===== src/hw/flash_call_pkg.sv =====
// constants and types shared by the supervisory flash call unit
package flash_call_pkg;
	// ****************************************
	// call decoding
	// ****************************************
	localparam logic [7:0] SSC_OPCODE   = 8'h00;
	localparam logic [7:0] FN_BOOT      = 8'h00;
	localparam logic [7:0] FN_READ      = 8'h01;
	localparam logic [7:0] FN_WRITE     = 8'h02;
	localparam logic [7:0] FN_ERASE     = 8'h03;
	localparam logic [7:0] FN_WHOLE     = 8'h05;
	localparam logic [7:0] FN_TABLE     = 8'h06;
	localparam logic [7:0] FN_CHECKSUM  = 8'h07;
	localparam logic [7:0] FIRST_GUARD_KEY_VALUE   = 8'h3a;
	localparam logic [7:0] SP_CALL_ADJ  = 8'h03;
	// stack bytes used per function
	localparam logic [3:0] STK_BOOT     = 4'h0;
	localparam logic [3:0] STK_READ     = 4'h7;
	localparam logic [3:0] STK_WRITE    = 4'ha;
	localparam logic [3:0] STK_ERASE    = 4'h9;
	localparam logic [3:0] STK_WHOLE    = 4'hb;
	localparam logic [3:0] STK_TABLE    = 4'h3;
	localparam logic [3:0] STK_CHECKSUM = 4'h3;
	// ****************************************
	// parameter block in data ram page 0
	// ****************************************
	localparam logic [7:0] PRM_FIRST_GUARD_KEY     = 8'hf8;
	localparam logic [7:0] PRM_SECOND_GUARD_KEY     = 8'hf9;
	localparam logic [7:0] PRM_BLOCK    = 8'hfa;
	localparam logic [7:0] PRM_POINTER  = 8'hfb;
	localparam logic [1:0] PRM_LAST_IDX = 2'h3;
	// ****************************************
	// return codes and protection levels
	// ****************************************
	localparam logic [7:0] RC_OK        = 8'h00;
	localparam logic [7:0] RC_PROTECT   = 8'h01;
	localparam logic [7:0] RC_SW_RESET  = 8'h02;
	localparam logic [7:0] RC_FATAL     = 8'h03;
	localparam logic [1:0] PL_READ_PROT = 2'h1;
	localparam logic [1:0] PL_NO_EXT_WR = 2'h2;
	localparam logic [1:0] PL_NO_INT_WR = 2'h3;
	localparam logic [5:0] BLOCK_LAST   = 6'h3f;
	// ****************************************
	// apb register map
	// ****************************************
	localparam logic [7:0] REG_STATUS   = 8'h00;
	localparam logic [7:0] REG_CONFIG   = 8'h04;
	localparam logic [7:0] REG_PROT_SEL = 8'h08;
	localparam logic [7:0] REG_PROT_LVL = 8'h0c;
	localparam logic       CONFIG_RST   = 1'b1;
	// flash macro commands
	typedef enum logic [2:0] {
		FL_READ, FL_PROG, FL_ERASE_BLK, FL_ERASE_MACRO,
		FL_ZERO_MACRO, FL_READ_AUX, FL_ERASE_PROT, FL_ZERO_PROT
	} fl_cmd_t;
endpackage


===== src/hw/call_check_if.sv =====
// key check and function decode signals between the sequencer and its checker
`timescale 1ns/1ps
`default_nettype none
interface call_check_if;
	logic [7:0] func;
	logic [7:0] first_guard_key;
	logic [7:0] second_guard_key;
	logic [7:0] sp_expect;
	logic       func_known;
	logic       keys_ok;
	logic [3:0] stack_use;
	modport chk (input func, first_guard_key, second_guard_key, sp_expect, output func_known, keys_ok, stack_use);
	modport seq (output func, first_guard_key, second_guard_key, sp_expect, input func_known, keys_ok, stack_use);
endinterface
`default_nettype wire


===== src/hw/call_check.sv =====
// function code decode, stack use and guard key comparison
`timescale 1ns/1ps
`default_nettype none
module call_check (
	call_check_if.chk chk
);
	always_comb begin
		chk.func_known = 1'b1;
		chk.stack_use  = flash_call_pkg::STK_BOOT;
		case (chk.func)
			flash_call_pkg::FN_BOOT:     chk.stack_use = flash_call_pkg::STK_BOOT;
			flash_call_pkg::FN_READ:     chk.stack_use = flash_call_pkg::STK_READ;
			flash_call_pkg::FN_WRITE:    chk.stack_use = flash_call_pkg::STK_WRITE;
			flash_call_pkg::FN_ERASE:    chk.stack_use = flash_call_pkg::STK_ERASE;
			flash_call_pkg::FN_WHOLE:    chk.stack_use = flash_call_pkg::STK_WHOLE;
			flash_call_pkg::FN_TABLE:    chk.stack_use = flash_call_pkg::STK_TABLE;
			flash_call_pkg::FN_CHECKSUM: chk.stack_use = flash_call_pkg::STK_CHECKSUM;
			default:                     chk.func_known = 1'b0;
		endcase
		// first key must be the fixed value
		// second key is stack pointer plus three
		chk.keys_ok = (chk.first_guard_key == flash_call_pkg::FIRST_GUARD_KEY_VALUE) && (chk.second_guard_key == chk.sp_expect);
	end
endmodule // call_check
`default_nettype wire


===== src/hw/supervisory_flash_call_unit.sv =====
// supervisory call sequencer for flash read, write, erase, table read and checksum
//
// Decided for this implementation: the register addresses and the APB register port.
`timescale 1ns/1ps
`default_nettype none
// Function
// - opcode 00h is the supervisory call entering supervisory rom.
// - codes 00 boot,01 read,02 write,03 erase,05 whole,06 table,07 checksum.
// - undefined function code from user code halts the processor.
// - first guard key must hold 3Ah at call time.
// - second guard key equals stack pointer at call plus three.
// - a key mismatch halts; boot reset skips the key check.
// - parameter block sits at page 0 addresses F8h to FBh.
// - stack use per function 0,7,10,9,11,3,3 bytes.
// - return code is written into the first key slot on completion.
// - codes 00 ok, 01 protected, 02 software reset, 03 fatal halt.
// - table read returns data in the first key slot, checksum in the first and second key slots.
// - flash control registers reachable only while supervisory code executes.
// - block read, write, erase refused when protection level forbids it.
// - whole erase does erase, zero, erase per macro, then protection blocks.
// - device erase never touches the four auxiliary rows.
// - serial programming mode over the usb data pins issues flash calls.
// - block read copies 64 flash bytes to ram at the pointer.
// - on refusal accumulator and second key cleared, first key gets 01h.
module supervisory_flash_call_unit #(
	parameter int NUM_MACROS = 1
) (
	// clock and reset
	input  wire logic                    i_clk,
	input  wire logic                    i_rst,
	// cpu call request
	input  wire logic                    i_call_valid,
	input  wire logic [7:0]              i_opcode,
	input  wire logic [7:0]              i_acc,
	input  wire logic [7:0]              i_sp,
	input  wire logic                    i_exec_supervisory,
	// cpu return
	output logic                         o_resume,
	output logic                         o_resume_to_boot,
	output logic [7:0]                   o_acc,
	output logic                         o_halt,
	output logic                         o_busy,
	output logic [3:0]                   o_stack_use,
	// serial programming pins and test queue
	input  wire logic                    i_usb_dp,
	input  wire logic                    i_usb_dm,
	input  wire logic                    i_tq_valid,
	input  wire logic [7:0]              i_tq_func,
	input  wire logic [7:0]              i_tq_sp,
	output logic                         o_prog_mode,
	// data ram port, read data valid the cycle after o_ram_re
	output logic [7:0]                   o_ram_addr,
	output logic [7:0]                   o_ram_wdata,
	output logic                         o_ram_we,
	output logic                         o_ram_re,
	input  wire logic [7:0]              i_ram_rdata,
	// flash macro port
	output logic                         o_fl_req,
	output flash_call_pkg::fl_cmd_t      o_fl_cmd,
	output logic [12:0]                  o_fl_addr,
	output logic [3:0]                   o_fl_macro,
	output logic [7:0]                   o_fl_wdata,
	input  wire logic                    i_fl_done,
	input  wire logic [7:0]              i_fl_rdata,
	// apb slave
	input  wire logic                    psel,
	input  wire logic                    penable,
	input  wire logic                    pwrite,
	input  wire logic [7:0]              paddr,
	input  wire logic [31:0]             pwdata,
	output logic [31:0]                  prdata,
	output logic                         pready,
	output logic                         pslverr
);
	typedef enum logic [3:0] {
		S_BOOT, S_IDLE, S_PRD, S_PWT, S_PCAP, S_CHECK, S_FRD, S_FWT,
		S_WRD, S_WWT, S_WCAP, S_EA, S_RCW1, S_RCW2, S_DONE, S_HALT
	} state_t;
	typedef struct packed {
		state_t                  st;
		flash_call_pkg::fl_cmd_t fl_cmd;
		logic [255:0]            prot;
		logic [31:0]             prdata;
		logic [15:0]             sum;
		logic [12:0]             faddr, fl_addr;
		logic [7:0]              func, spx, first_guard_key, second_guard_key, blk, ptr, rc, k2v, acc, ram_addr, ram_wdata, fl_wdata;
		logic [6:0]              prot_sel;
		logic [3:0]              macro, stack;
		logic [2:0]              step, dp_s, dm_s;
		logic [1:0]              pidx;
		logic                    from_tq, wr_k2, resume, to_boot, halt, fatal, ram_we, ram_re, fl_req, pmode;
		logic                    cfg_prog_en, pslverr;
	} regs_t;
	regs_t r, r_nxt;
	call_check_if cc ();
	call_check u_check (.chk (cc.chk));
	assign {cc.func, cc.first_guard_key, cc.second_guard_key, cc.sp_expect} = {r.func, r.first_guard_key, r.second_guard_key, r.spx};
	// ****************************************
	// sequencer and register file
	// ****************************************
	logic [12:0] blk_base;
	logic [1:0]  lvl;
	logic        refuse, last_byte, apb_ok;
	always_comb begin
		lvl       = r.prot[{r.blk[6:0], 1'b0} +: 2];
		blk_base  = {r.blk[6:0], 6'h00};
		last_byte = (r.faddr[5:0] == flash_call_pkg::BLOCK_LAST);
		refuse    = (r.func == flash_call_pkg::FN_READ) ? (lvl == flash_call_pkg::PL_READ_PROT) :
			(lvl == flash_call_pkg::PL_NO_INT_WR) || (r.from_tq && (lvl == flash_call_pkg::PL_NO_EXT_WR));
		// control registers only while executing supervisory code
		apb_ok = i_exec_supervisory;
		r_nxt        = r;
		r_nxt.resume = 1'b0;
		r_nxt.ram_we = 1'b0;
		r_nxt.ram_re = 1'b0;
		r_nxt.fl_req = 1'b0;
		// three stage sync, level taken once stages two and three agree
		r_nxt.dp_s = {r.dp_s[1:0], i_usb_dp};
		r_nxt.dm_s = {r.dm_s[1:0], i_usb_dm};
		if ((r.dp_s[1] == r.dp_s[2]) && (r.dm_s[1] == r.dm_s[2])) begin
			r_nxt.pmode = r.dp_s[2] && r.dm_s[2] && r.cfg_prog_en;
		end
		case (r.st)
			S_BOOT: begin
				// hardware reset runs boot reset, then user code starts
				r_nxt.resume  = 1'b1;
				r_nxt.to_boot = 1'b1;
				r_nxt.acc     = flash_call_pkg::RC_OK;
				r_nxt.st      = S_IDLE;
			end
			S_IDLE: begin
				r_nxt.to_boot = 1'b0;
				// outside programming mode only opcode 00h enters the sequencer; in programming mode the test queue does
				// function code taken from the accumulator, or from i_tq_func in programming mode
				if (r.pmode && i_tq_valid) begin
					r_nxt.func    = i_tq_func;
					r_nxt.spx     = i_tq_sp + flash_call_pkg::SP_CALL_ADJ;
					r_nxt.from_tq = 1'b1;
					r_nxt.st      = S_PRD;
				end else if (!r.pmode && i_call_valid && (i_opcode == flash_call_pkg::SSC_OPCODE)) begin
					r_nxt.func    = i_acc;
					r_nxt.spx     = i_sp + flash_call_pkg::SP_CALL_ADJ;
					r_nxt.from_tq = 1'b0;
					r_nxt.st      = S_PRD;
				end
				r_nxt.pidx = 2'h0;
			end
			S_CHECK: begin
				r_nxt.stack = cc.stack_use;
				if (r.func == flash_call_pkg::FN_BOOT) begin
					// software boot reset reports code 02h
					r_nxt.rc      = flash_call_pkg::RC_SW_RESET;
					r_nxt.wr_k2   = 1'b0;
					r_nxt.to_boot = 1'b1;
					r_nxt.st      = S_RCW1;
				end else if (!cc.func_known || !cc.keys_ok) begin
					r_nxt.rc    = flash_call_pkg::RC_FATAL;
					r_nxt.wr_k2 = 1'b0;
					r_nxt.fatal = 1'b1;
					r_nxt.st    = r.from_tq ? S_RCW1 : S_HALT;
				end else begin
					r_nxt.rc    = flash_call_pkg::RC_OK;
					r_nxt.k2v   = flash_call_pkg::RC_OK;
					r_nxt.wr_k2 = 1'b1;
					r_nxt.faddr = blk_base;
					r_nxt.sum   = 16'h0000;
					r_nxt.macro = 4'h0;
					r_nxt.step  = 3'h0;
					case (r.func)
						flash_call_pkg::FN_READ,
						flash_call_pkg::FN_WRITE,
						flash_call_pkg::FN_ERASE: begin
							if (refuse) begin
								// refused call clears acc and second_guard_key, first_guard_key gets 01h
								r_nxt.rc = flash_call_pkg::RC_PROTECT;
								r_nxt.st = S_RCW1;
							end else if (r.func == flash_call_pkg::FN_READ) begin
								r_nxt.st = S_FRD;
							end else if (r.func == flash_call_pkg::FN_WRITE) begin
								r_nxt.st = S_WRD;
							end else begin
								r_nxt.fl_req  = 1'b1;
								r_nxt.fl_cmd  = flash_call_pkg::FL_ERASE_BLK;
								r_nxt.fl_addr = blk_base;
								r_nxt.st      = S_FWT;
							end
						end
						flash_call_pkg::FN_WHOLE: r_nxt.st = S_EA;
						flash_call_pkg::FN_TABLE: begin
							r_nxt.fl_req  = 1'b1;
							r_nxt.fl_cmd  = flash_call_pkg::FL_READ_AUX;
							r_nxt.fl_addr = {5'h00, r.blk};
							r_nxt.wr_k2   = 1'b0;
							r_nxt.st      = S_FWT;
						end
						default: begin
							r_nxt.faddr = 13'h0000;
							r_nxt.st    = S_FRD;
						end
					endcase
				end
			end
			S_PRD: begin
				// keys, block and pointer from page 0
				r_nxt.ram_re   = 1'b1;
				r_nxt.ram_addr = flash_call_pkg::PRM_FIRST_GUARD_KEY + {6'h00, r.pidx};
				r_nxt.st       = S_PWT;
			end
			S_PWT: r_nxt.st = S_PCAP;
			S_PCAP: begin
				case (r.pidx)
					2'h0:    r_nxt.first_guard_key = i_ram_rdata;
					2'h1:    r_nxt.second_guard_key = i_ram_rdata;
					2'h2:    r_nxt.blk  = i_ram_rdata;
					default: r_nxt.ptr  = i_ram_rdata;
				endcase
				r_nxt.pidx = r.pidx + 2'h1;
				r_nxt.st   = (r.pidx == flash_call_pkg::PRM_LAST_IDX) ? S_CHECK : S_PRD;
			end
			S_FRD: begin
				r_nxt.fl_req  = 1'b1;
				r_nxt.fl_cmd  = flash_call_pkg::FL_READ;
				r_nxt.fl_addr = r.faddr;
				r_nxt.st      = S_FWT;
			end
			S_WRD: begin
				r_nxt.ram_re   = 1'b1;
				r_nxt.ram_addr = r.ptr + {2'h0, r.faddr[5:0]};
				r_nxt.st       = S_WWT;
			end
			S_WWT: r_nxt.st = S_WCAP;
			S_WCAP: begin
				r_nxt.fl_req   = 1'b1;
				r_nxt.fl_cmd   = flash_call_pkg::FL_PROG;
				r_nxt.fl_addr  = r.faddr;
				r_nxt.fl_wdata = i_ram_rdata;
				r_nxt.st       = S_FWT;
			end
			S_EA: begin
				// erase, zero, erase per macro, then protection pass
				// auxiliary rows are never a target here
				r_nxt.fl_req  = 1'b1;
				r_nxt.fl_addr = 13'h0000;
				case (r.step)
					3'h0, 3'h2: r_nxt.fl_cmd = flash_call_pkg::FL_ERASE_MACRO;
					3'h1:       r_nxt.fl_cmd = flash_call_pkg::FL_ZERO_MACRO;
					3'h3:       r_nxt.fl_cmd = flash_call_pkg::FL_ERASE_PROT;
					default:    r_nxt.fl_cmd = flash_call_pkg::FL_ZERO_PROT;
				endcase
				r_nxt.st = S_FWT;
			end
			S_FWT: begin
				if (i_fl_done) begin
					r_nxt.faddr = r.faddr + 13'h0001;
					r_nxt.st    = S_RCW1;
					case (r.func)
						flash_call_pkg::FN_READ: begin
							// 64 bytes land in ram from the pointer on
							r_nxt.ram_we    = 1'b1;
							r_nxt.ram_addr  = r.ptr + {2'h0, r.faddr[5:0]};
							r_nxt.ram_wdata = i_fl_rdata;
							r_nxt.st        = last_byte ? S_RCW1 : S_FRD;
						end
						flash_call_pkg::FN_WRITE: r_nxt.st = last_byte ? S_RCW1 : S_WRD;
						flash_call_pkg::FN_WHOLE: begin
							r_nxt.st = S_EA;
							if (r.step == 3'h2 && r.macro != NUM_MACROS[3:0] - 4'h1) begin
								r_nxt.macro = r.macro + 4'h1;
								r_nxt.step  = 3'h0;
							end else if (r.step == 3'h4) begin
								r_nxt.prot = '0;
								r_nxt.st   = S_RCW1;
							end else begin
								r_nxt.step = r.step + 3'h1;
							end
						end
						flash_call_pkg::FN_TABLE: begin
							// table data replaces the return code
							r_nxt.rc = i_fl_rdata;
						end
						flash_call_pkg::FN_CHECKSUM: begin
							r_nxt.sum = r.sum + {8'h00, i_fl_rdata};
							// checksum returned in the key slots
							r_nxt.rc  = r.sum[7:0] + i_fl_rdata;
							r_nxt.k2v = r.sum[15:8] + {7'h00, (({1'b0, r.sum[7:0]} + {1'b0, i_fl_rdata}) > 9'h0ff)};
							if (!(last_byte && r.faddr[12:6] == r.blk[6:0])) begin
								r_nxt.st = S_FRD;
							end
						end
						default: ;
					endcase
				end
			end
			S_RCW1: begin
				// completion code into first key slot
				r_nxt.ram_we    = 1'b1;
				r_nxt.ram_addr  = flash_call_pkg::PRM_FIRST_GUARD_KEY;
				r_nxt.ram_wdata = r.rc;
				r_nxt.st        = r.wr_k2 ? S_RCW2 : (r.fatal ? S_HALT : S_DONE);
			end
			S_RCW2: begin
				r_nxt.ram_we    = 1'b1;
				r_nxt.ram_addr  = flash_call_pkg::PRM_SECOND_GUARD_KEY;
				r_nxt.ram_wdata = r.k2v;
				r_nxt.st        = S_DONE;
			end
			S_DONE: begin
				// return to the instruction after the call
				r_nxt.resume = 1'b1;
				r_nxt.acc    = flash_call_pkg::RC_OK;
				r_nxt.st     = S_IDLE;
			end
			S_HALT: r_nxt.halt = 1'b1;
			default: r_nxt.st = S_IDLE;
		endcase
		if (psel && !penable) begin
			r_nxt.prdata  = 32'h0000_0000;
			r_nxt.pslverr = !apb_ok;
			case (paddr)
				flash_call_pkg::REG_STATUS:   r_nxt.prdata = {16'h0000, r.rc, 5'h00, r.pmode, o_busy, r.halt};
				flash_call_pkg::REG_CONFIG:   r_nxt.prdata = {31'h0000_0000, r.cfg_prog_en};
				flash_call_pkg::REG_PROT_SEL: r_nxt.prdata = {25'h000_0000, r.prot_sel};
				flash_call_pkg::REG_PROT_LVL: r_nxt.prdata = {30'h0000_0000, r.prot[{r.prot_sel, 1'b0} +: 2]};
				default:                      r_nxt.pslverr = 1'b1;
			endcase
			if (!apb_ok) begin
				r_nxt.prdata = 32'h0000_0000;
			end
		end
		// writes land only when supervisory code is running
		if (psel && penable && pwrite && !r.pslverr) begin
			case (paddr)
				flash_call_pkg::REG_CONFIG:   r_nxt.cfg_prog_en = pwdata[0];
				flash_call_pkg::REG_PROT_SEL: r_nxt.prot_sel = pwdata[6:0];
				flash_call_pkg::REG_PROT_LVL: r_nxt.prot[{r.prot_sel, 1'b0} +: 2] = pwdata[1:0];
				default: ;
			endcase
		end
	end
	always_ff @(posedge i_clk) begin
		if (i_rst) begin
			r             <= '0;
			r.st          <= S_BOOT;
			r.fl_cmd      <= flash_call_pkg::FL_READ;
			r.cfg_prog_en <= flash_call_pkg::CONFIG_RST;
		end else begin
			r <= r_nxt;
		end
	end
	// ****************************************
	// outputs
	// ****************************************
	assign {o_resume, o_resume_to_boot, o_acc, o_halt} = {r.resume, r.to_boot, r.acc, r.halt};
	assign {o_stack_use, o_prog_mode, o_ram_addr, o_ram_wdata} = {r.stack, r.pmode, r.ram_addr, r.ram_wdata};
	assign {o_ram_we, o_ram_re, o_fl_req, o_fl_addr, o_fl_macro} = {r.ram_we, r.ram_re, r.fl_req, r.fl_addr, r.macro};
	assign {o_fl_wdata, prdata, pslverr} = {r.fl_wdata, r.prdata, r.pslverr};
	assign o_fl_cmd = r.fl_cmd;
	assign o_busy   = (r.st != S_IDLE) && (r.st != S_HALT);
	assign pready   = 1'b1;
endmodule // supervisory_flash_call_unit
`default_nettype wire


===== config.mk =====
export PLATFORM = sky130hd
export DESIGN_NAME = supervisory_flash_call_unit
export DESIGN_NICKNAME = d
export VERILOG_FILES = /design/src/hw/flash_call_pkg.sv /design/src/hw/call_check_if.sv /design/src/hw/call_check.sv /design/src/hw/supervisory_flash_call_unit.sv
export SDC_FILE = /design/constraint.sdc
export NUM_CORES = 1
export LEC_CHECK = 0
export BUFFER_PORTS_ARGS = -buffer_cell sky130_fd_sc_hd__buf_2
export CAP_MARGIN = 30
export CORE_MARGIN = 2
export CORE_UTILIZATION = 50
export CTS_BUF_LIST = sky130_fd_sc_hd__clkbuf_8
export CTS_CLUSTER_DIAMETER = 150
export DETAILED_ROUTE_END_ITERATION = 6
export PLACE_DENSITY_LB_ADDON = 0.1
export SYNTH_ARGS = -nofsm -noshare
export SYNTH_HDL_FRONTEND = slang
export SYNTH_SLANG_ARGS = --single-unit

===== constraint.sdc =====
create_clock -name i_clk -period 5.3 [get_ports i_clk]
set_input_delay 1.06 -clock i_clk [delete_from_list [all_inputs] [get_ports i_clk]]
set_output_delay 1.06 -clock i_clk [all_outputs]
set_load 0.005 [all_outputs]

After elaboration in Yosys (flattened, before gate mapping)
Index checks and enable logic that the tools add are counted.
{"block": "word_totals", "register_bits": 463, "latch_bits": 0, "ram_bits": 0, "mem_bits_ro": 0, "in_bits": 107, "out_inout_bits": 98, "wordCells": 286, "mem_count": 0}
{"block": "op_classes", "n_addsub": 13, "mul": 0, "div": 0, "magnitude_cmp": 1, "eq_ne": 57, "n_shift": 4, "mux": 102, "bitwise": 2, "reduce_logical": 70}
{"cell": "$mux 256", "n": 7}
{"cell": "$shiftx 256x9->2", "n": 2}
{"cell": "$bwmux 256", "n": 1}
{"cell": "$shift 2x10->256 const A", "n": 1}
{"cell": "$shiftx 2x10->256", "n": 1}
{"cell": "$mux 16", "n": 6}
{"cell": "$mux 42", "n": 2}
{"cell": "$mux 4", "n": 16}
{"cell": "$pmux 16 s4", "n": 1}
{"cell": "$pmux 29 s2", "n": 1}
{"cell": "$mux 13", "n": 4}
{"cell": "$pmux 4 s12", "n": 1}
{"cell": "$mux 3", "n": 14}
{"cell": "$pmux 8 s5", "n": 1}
{"cell": "$pmux 13 s3", "n": 1}
{"cell": "$eq 4x4->1 const B", "n": 8}
{"cell": "$eq 8x3->1 const B", "n": 4}
{"cell": "$mux 32", "n": 1}
{"cell": "$pmux 16 s2", "n": 1}
{"cell": "$mux 29", "n": 1}
{"cell": "$pmux 13 s2", "n": 1}
{"cell": "$logic_not 8->1", "n": 3}
{"cell": "$mux 8", "n": 3}
{"cell": "$pmux 8 s3", "n": 1}
{"cell": "other kinds (71)", "n": 167}

Depth between registers and ports, before layout
{"block": "depth", "word_depth": 10, "mapped_depth": 17, "mapped_depth_nobuf": 17}

Modules after synthesis
From an unflattened synthesis, not the netlist that was laid out.
{"block": "unflattened", "hier_cells": 2993, "hier_area_um2": 25075.3}
{"module": "supervisory_flash_call_unit", "n_inst": 1, "cells_per_inst": 2967, "area_each_um2": 24886.4, "seq_area_each_um2": 8928.6}
{"module": "call_check", "n_inst": 1, "cells_per_inst": 26, "area_each_um2": 188.9, "seq_area_each_um2": 0.0}

Least setup slack after synthesis
No wires, ideal clock.
{"block": "synth_timing", "path_kind": "input port to flip-flop", "start": "input port i_fl_rdata[0]", "end": "register r[76] (netlist name)", "setup_ns": 0.128, "t_arrival_ns": 3.710, "required_time_ns": 5.172, "path_slack_ns": 1.463, "cell_stages": 17, "path_buffers": 0, "cell_sequence": "ha_1 > fa_1 > a21o_1 > a21oi_1 > o21bai_1 > a21oi_1 > o21bai_1 > a21oi_1 > inv_1 > ha_1 > ha_1 > and3_1 > nand3_1 > xor2_1 > nor3_1 > a21oi_1 > nor2_1"}
{"block": "synth_between", "elab_chain_len": 6}
{"element": "start: declaration", "line_no": "supervisory_flash_call_unit.sv:64", "rtl": "input wire logic [7:0] i_fl_rdata,"}
{"element": "$add 8x8->9", "line_no": "supervisory_flash_call_unit.sv:285", "rtl": "r_nxt.k2v = r.sum[15:8] + {7'h00, (({1'b0, r.sum[7:0]} + {1'b0, i_fl_rdata}) > 9'h0ff)};"}
{"element": "$gt 9x8->1", "line_no": "supervisory_flash_call_unit.sv:285"}
{"element": "$add 8x1->8", "line_no": "supervisory_flash_call_unit.sv:285"}
{"element": "$mux 8", "line_no": "supervisory_flash_call_unit.sv:256", "rtl": "case (r.func)"}
{"element": "$mux 16", "line_no": "supervisory_flash_call_unit.sv:253", "rtl": "if (i_fl_done) begin"}
{"element": "$pmux 16 s2", "line_no": "supervisory_flash_call_unit.sv:123", "rtl": "case (r.st)"}
{"element": "end signal: assignment", "line_no": "supervisory_flash_call_unit.sv:347", "rtl": "r <= r_nxt;"}
{"element": "end: declaration", "line_no": "supervisory_flash_call_unit.sv:94", "rtl": "regs_t r, r_nxt;"}
Every way passes these cells. The select of a mux whose other input is x is not followed.
A chain may end at the register's enable or synchronous reset.

Worst setup path after layout
{"block": "layout_timing", "start": "register r, in the netlist blk_base[6]", "end": "register r, in the netlist o_fl_addr[7]"}
{"block": "layout_between", "elab_chain_len": 7, "elab_cells_between_ends": 9, "cone_classes": "eq/ne: 4; shift: 1; mux: 1; reduce/logical: 3"}
{"element": "$shiftx 256x9->2 *", "line_no": "supervisory_flash_call_unit.sv:105", "rtl": "lvl = r.prot[{r.blk[6:0], 1'b0} +: 2];"}
{"element": "$eq 2x2->1", "line_no": "supervisory_flash_call_unit.sv:109", "rtl": "(lvl == flash_call_pkg::PL_NO_INT_WR) || (r.from_tq && (lvl == flash_call_pkg::PL_NO_EXT_WR));"}
{"element": "$logic_and 1x1->1", "line_no": "supervisory_flash_call_unit.sv:109"}
{"element": "$logic_or 1x1->1", "line_no": "supervisory_flash_call_unit.sv:109"}
{"element": "$mux 1 *", "line_no": "supervisory_flash_call_unit.sv:108", "rtl": "refuse = (r.func == flash_call_pkg::FN_READ) ? (lvl == flash_call_pkg::PL_READ_PROT) :"}
{"element": "$ne 3x3->1 (no line) *"}
{"element": "$reduce_and 7->1 (no line) *"}
Every way passes the cells marked *; elsewhere a longest branch is shown, timed or not.

==> metrics.yaml <==
required_ns: 5.89
fillers: 4827
avgSynthCellArea_um2: 8.51
drt-initial-drc-count: 2538
coreArea_um2: 51300
final_common_cell: "nor2_1"
std_cell_rows: 83
synth.top_cell.area_share_pct: 34.5
cts_buffer_depth: 3
vias_per_cell: 6.14
die-area_um2: 53700
h-tree-depth: 3
cp_top_family: "simple AND/OR/NAND/NOR gates"
clock_sinks: 446
fin_area_um2: 28000
fmax_ghz: 0.242
synth.area.top_cells: "dfxtp_1 (34%), mux4_2 (12%), mux2_2 (8.0%)"
tns_ns: 0
maxCapViolCount: 0
comb_power_share_pct: 4.1
grt.overflow.total: 0
clk_pin_slew_ns: 0.06
final_util_pct: 54.7
grt_max_degree: 166
slew_headroom_pct: 30.5
p_clk_share_pct: 44.8
nets: 3185
drv_slew: 0
synth_flop_cell: "dfxtp_1"
area_delta_synth_final_pct: 8.25
r2r-start: "blk_base[6]$_SDFFE_PP0P_"
seqPwrFrac_pct: 51.0
final_cell_mix: "nor2_1 (502), nand2_1 (455), dfxtp_1 (439)"
power_uw: 6630
clk_latency_ns: 0.67
yosysWarnings: 0
crit_top_cell: "o221ai_1"
hp-start: "r[14]$_SDFF_PP0_"
cpPeakStageDelay_ns: 0.82
endpoint_kind: "register"
cts-root-buf: "clkbuf_8"
drc: 0
critPathBufInv: 0
vias: 23114
synth-edff-count: 0
power_switching_uw: 1620
critPathSlowestCell: "or4b_2"
fp.dieW_um: 232
worst_slew_pin_slew_ns: 1.04
synth_top_cell_by_area: "dfxtp_1"
power_switching_share_pct: 24.5
drive_gt1_share_pct: 21.3
syn_area_um2: 25900
grt_usage_pct: 31.5
cts_buffers: 80
startpoint: "blk_base[6]$_SDFFE_PP0P_"
drt_wl_total_mm: 85.5
leakagePower_uw: 0.00941
die_y_um: 232
min_path_type: "reg -> reg"
grt_pass1_vias: 22152
hold_viol_final: 0
cp_max_fo: 27
finalCritPeriodShare_pct: 78.1
post_dp_cell_area_um2: 26600
ios: 205
post_cts_resized: 0
crit_type: "reg -> reg"
setup_viol: 0
cts_tree: "built"
p_int_uw: 5000
ys_seq_area_share_pct: 34.5
antenna_found_initial: 1
dpl.hpwl_mm: 61.6
power.density_nw_per_um2: 236
path_cells: "mux4_2, mux2i_1, o221ai_1, or4b_2, nand3_1, o221ai_1, nand2_1, o22a_1"
gp_congestion: 0.969
post_cts_buffers: 0
outcome: "finished clean"
io_buffers: 153
hold_buffers: 0
synth_cells: 3045
start_kind: "register"
synthDistinctLibCells: 66
antenna_left: 0
period_needed_ns: 4.14
drt-wirelength-per-cell_um: 22.7
ys_seq_elements: 446
crit_arrival_ns: 4.73
grt_pass1_wl_mm: 130
synthArstFlopShare_pct: 0
firstDrtPassIters: 6
initial_core_util_pct: 50.5
max-vdd-ir-drop_v: 0.000159
fin_worst_skew_ns: 0.0282
rsz0062_at_grt: "false"
[per-layer routing]
layer,global-route usage (%),vias to the layer above,wire [um]
met5,0,-,0
met4,16.8,0,4680
met3,5.81,260,6530
met2,52.0,1064,40400
met1,39.0,11181,33900
li1,-,10609,-
[worst paths after layout]
| kind | to | slack (ns) | depth (start not counted) |
|---|---|---|---|
| worst max-delay path | o_fl_addr[7]$_SDFFE_PP0P_ | 1.16 | 8 |
| worst min-delay path | r[15]$_SDFF_PP0_ | 0.44 | 1 |
| worst max register to register | o_fl_addr[7]$_SDFFE_PP0P_ | 1.16 | 8 |
| worst min register to register | r[15]$_SDFF_PP0_ | 0.44 | 1 |
[sequential cells by signal, indices dropped and copies added (netlist names)]
register / count
o_fl_req: 1
o_prog_mode: 1
cc.func: 8
o_fl_addr: 13
cc.first_guard_key: 8
r: 336
o_ram_wdata: 8
blk_base: 7
o_ram_re: 1
o_fl_cmd: 3
cc.second_guard_key: 8
o_ram_we: 1
o_ram_addr: 8
pslverr: 1
o_halt: 1
o_stack_use: 4
o_fl_macro: 4
o_resume_to_boot: 1
prdata: 15
o_fl_wdata: 8
o_resume: 1
cc.sp_expect: 8
[per-stage QoR]
step                      hold WS, ns  instances  setup slack [ns]
after floorplan                 0.414       3069              1.46
after global placement          0.438       3636             0.932
after detailed placement        0.444       3639             0.979
after CTS                       0.450       3760              1.22
after global routing            0.463       3764              1.09
final                           0.443       3764              1.16
[power by group through the flow]
stage,clock (uW),combinational (uW),sequential [uW]
2_1_floorplan,0,192,3450
3_3_place_gp,0,267,3450
3_5_place_dp,0,270,3450
4_1_cts,3020,271,3380
5_1_grt,3170,299,3380
6_report,2970,274,3380
[synth_stat cells (6+ instances only)]
cell / number
xnor2_1: 41
a311oi_1: 9
nand3b_1: 17
a22oi_1: 36
o21a_1: 9
dfxtp_1: 446
nand4_1: 12
a21o_1: 10
a31oi_1: 6
ha_1: 33
nor2b_1: 23
mux2_2: 183
clkbuf_1: 183
o22a_1: 13
nor4_1: 15
nor3_1: 77
and3_1: 10
a211oi_1: 25
and2_1: 9
o21ai_0: 30
nand3_1: 167
or3_1: 9
nor2_1: 504
buf_2: 14
nand2b_1: 13
o22ai_1: 7
nand2_1: 455
a2111oi_0: 6
a21oi_1: 207
buf_1: 23
o211ai_1: 37
xor2_1: 18
mux4_2: 138
mux2i_1: 76
buf_4: 96
inv_1: 28
[layout make-up]
cell class / instances / area [um2] / share of cell area, %
antenna: 2 / 5.00 / 0.0178
clock buffer: 92 / 1270 / 4.51
clock inverter: 29 / 125 / 0.446
inverter: 28 / 105 / 0.375
multi-input combinational: 2277 / 15400 / 55.0
sequential: 446 / 8940 / 31.9
tap: 680 / 851 / 3.03
timing repair buffer: 210 / 1320 / 4.69
[cells by family (layout without fill, tap and decap cells)]
| logic type | after synthesis | after routing | synth area share [%] |
|---|---|---|---|
| xor+xnor | 59 | 59 | 1.99 |
| fa+ha+maj | 35 | 35 | 1.75 |
| simple gates | 1327 | 1327 | 21.8 |
| buf+inv | 346 | 359 | 6.53 |
| mux | 397 | 397 | 22.9 |
| other cells | 2 | 28 | 0.0290 |
| flops | 446 | 446 | 34.5 |
| compound gates | 433 | 433 | 10.6 |
Note: power is estimated with default switching activity, not from simulation.
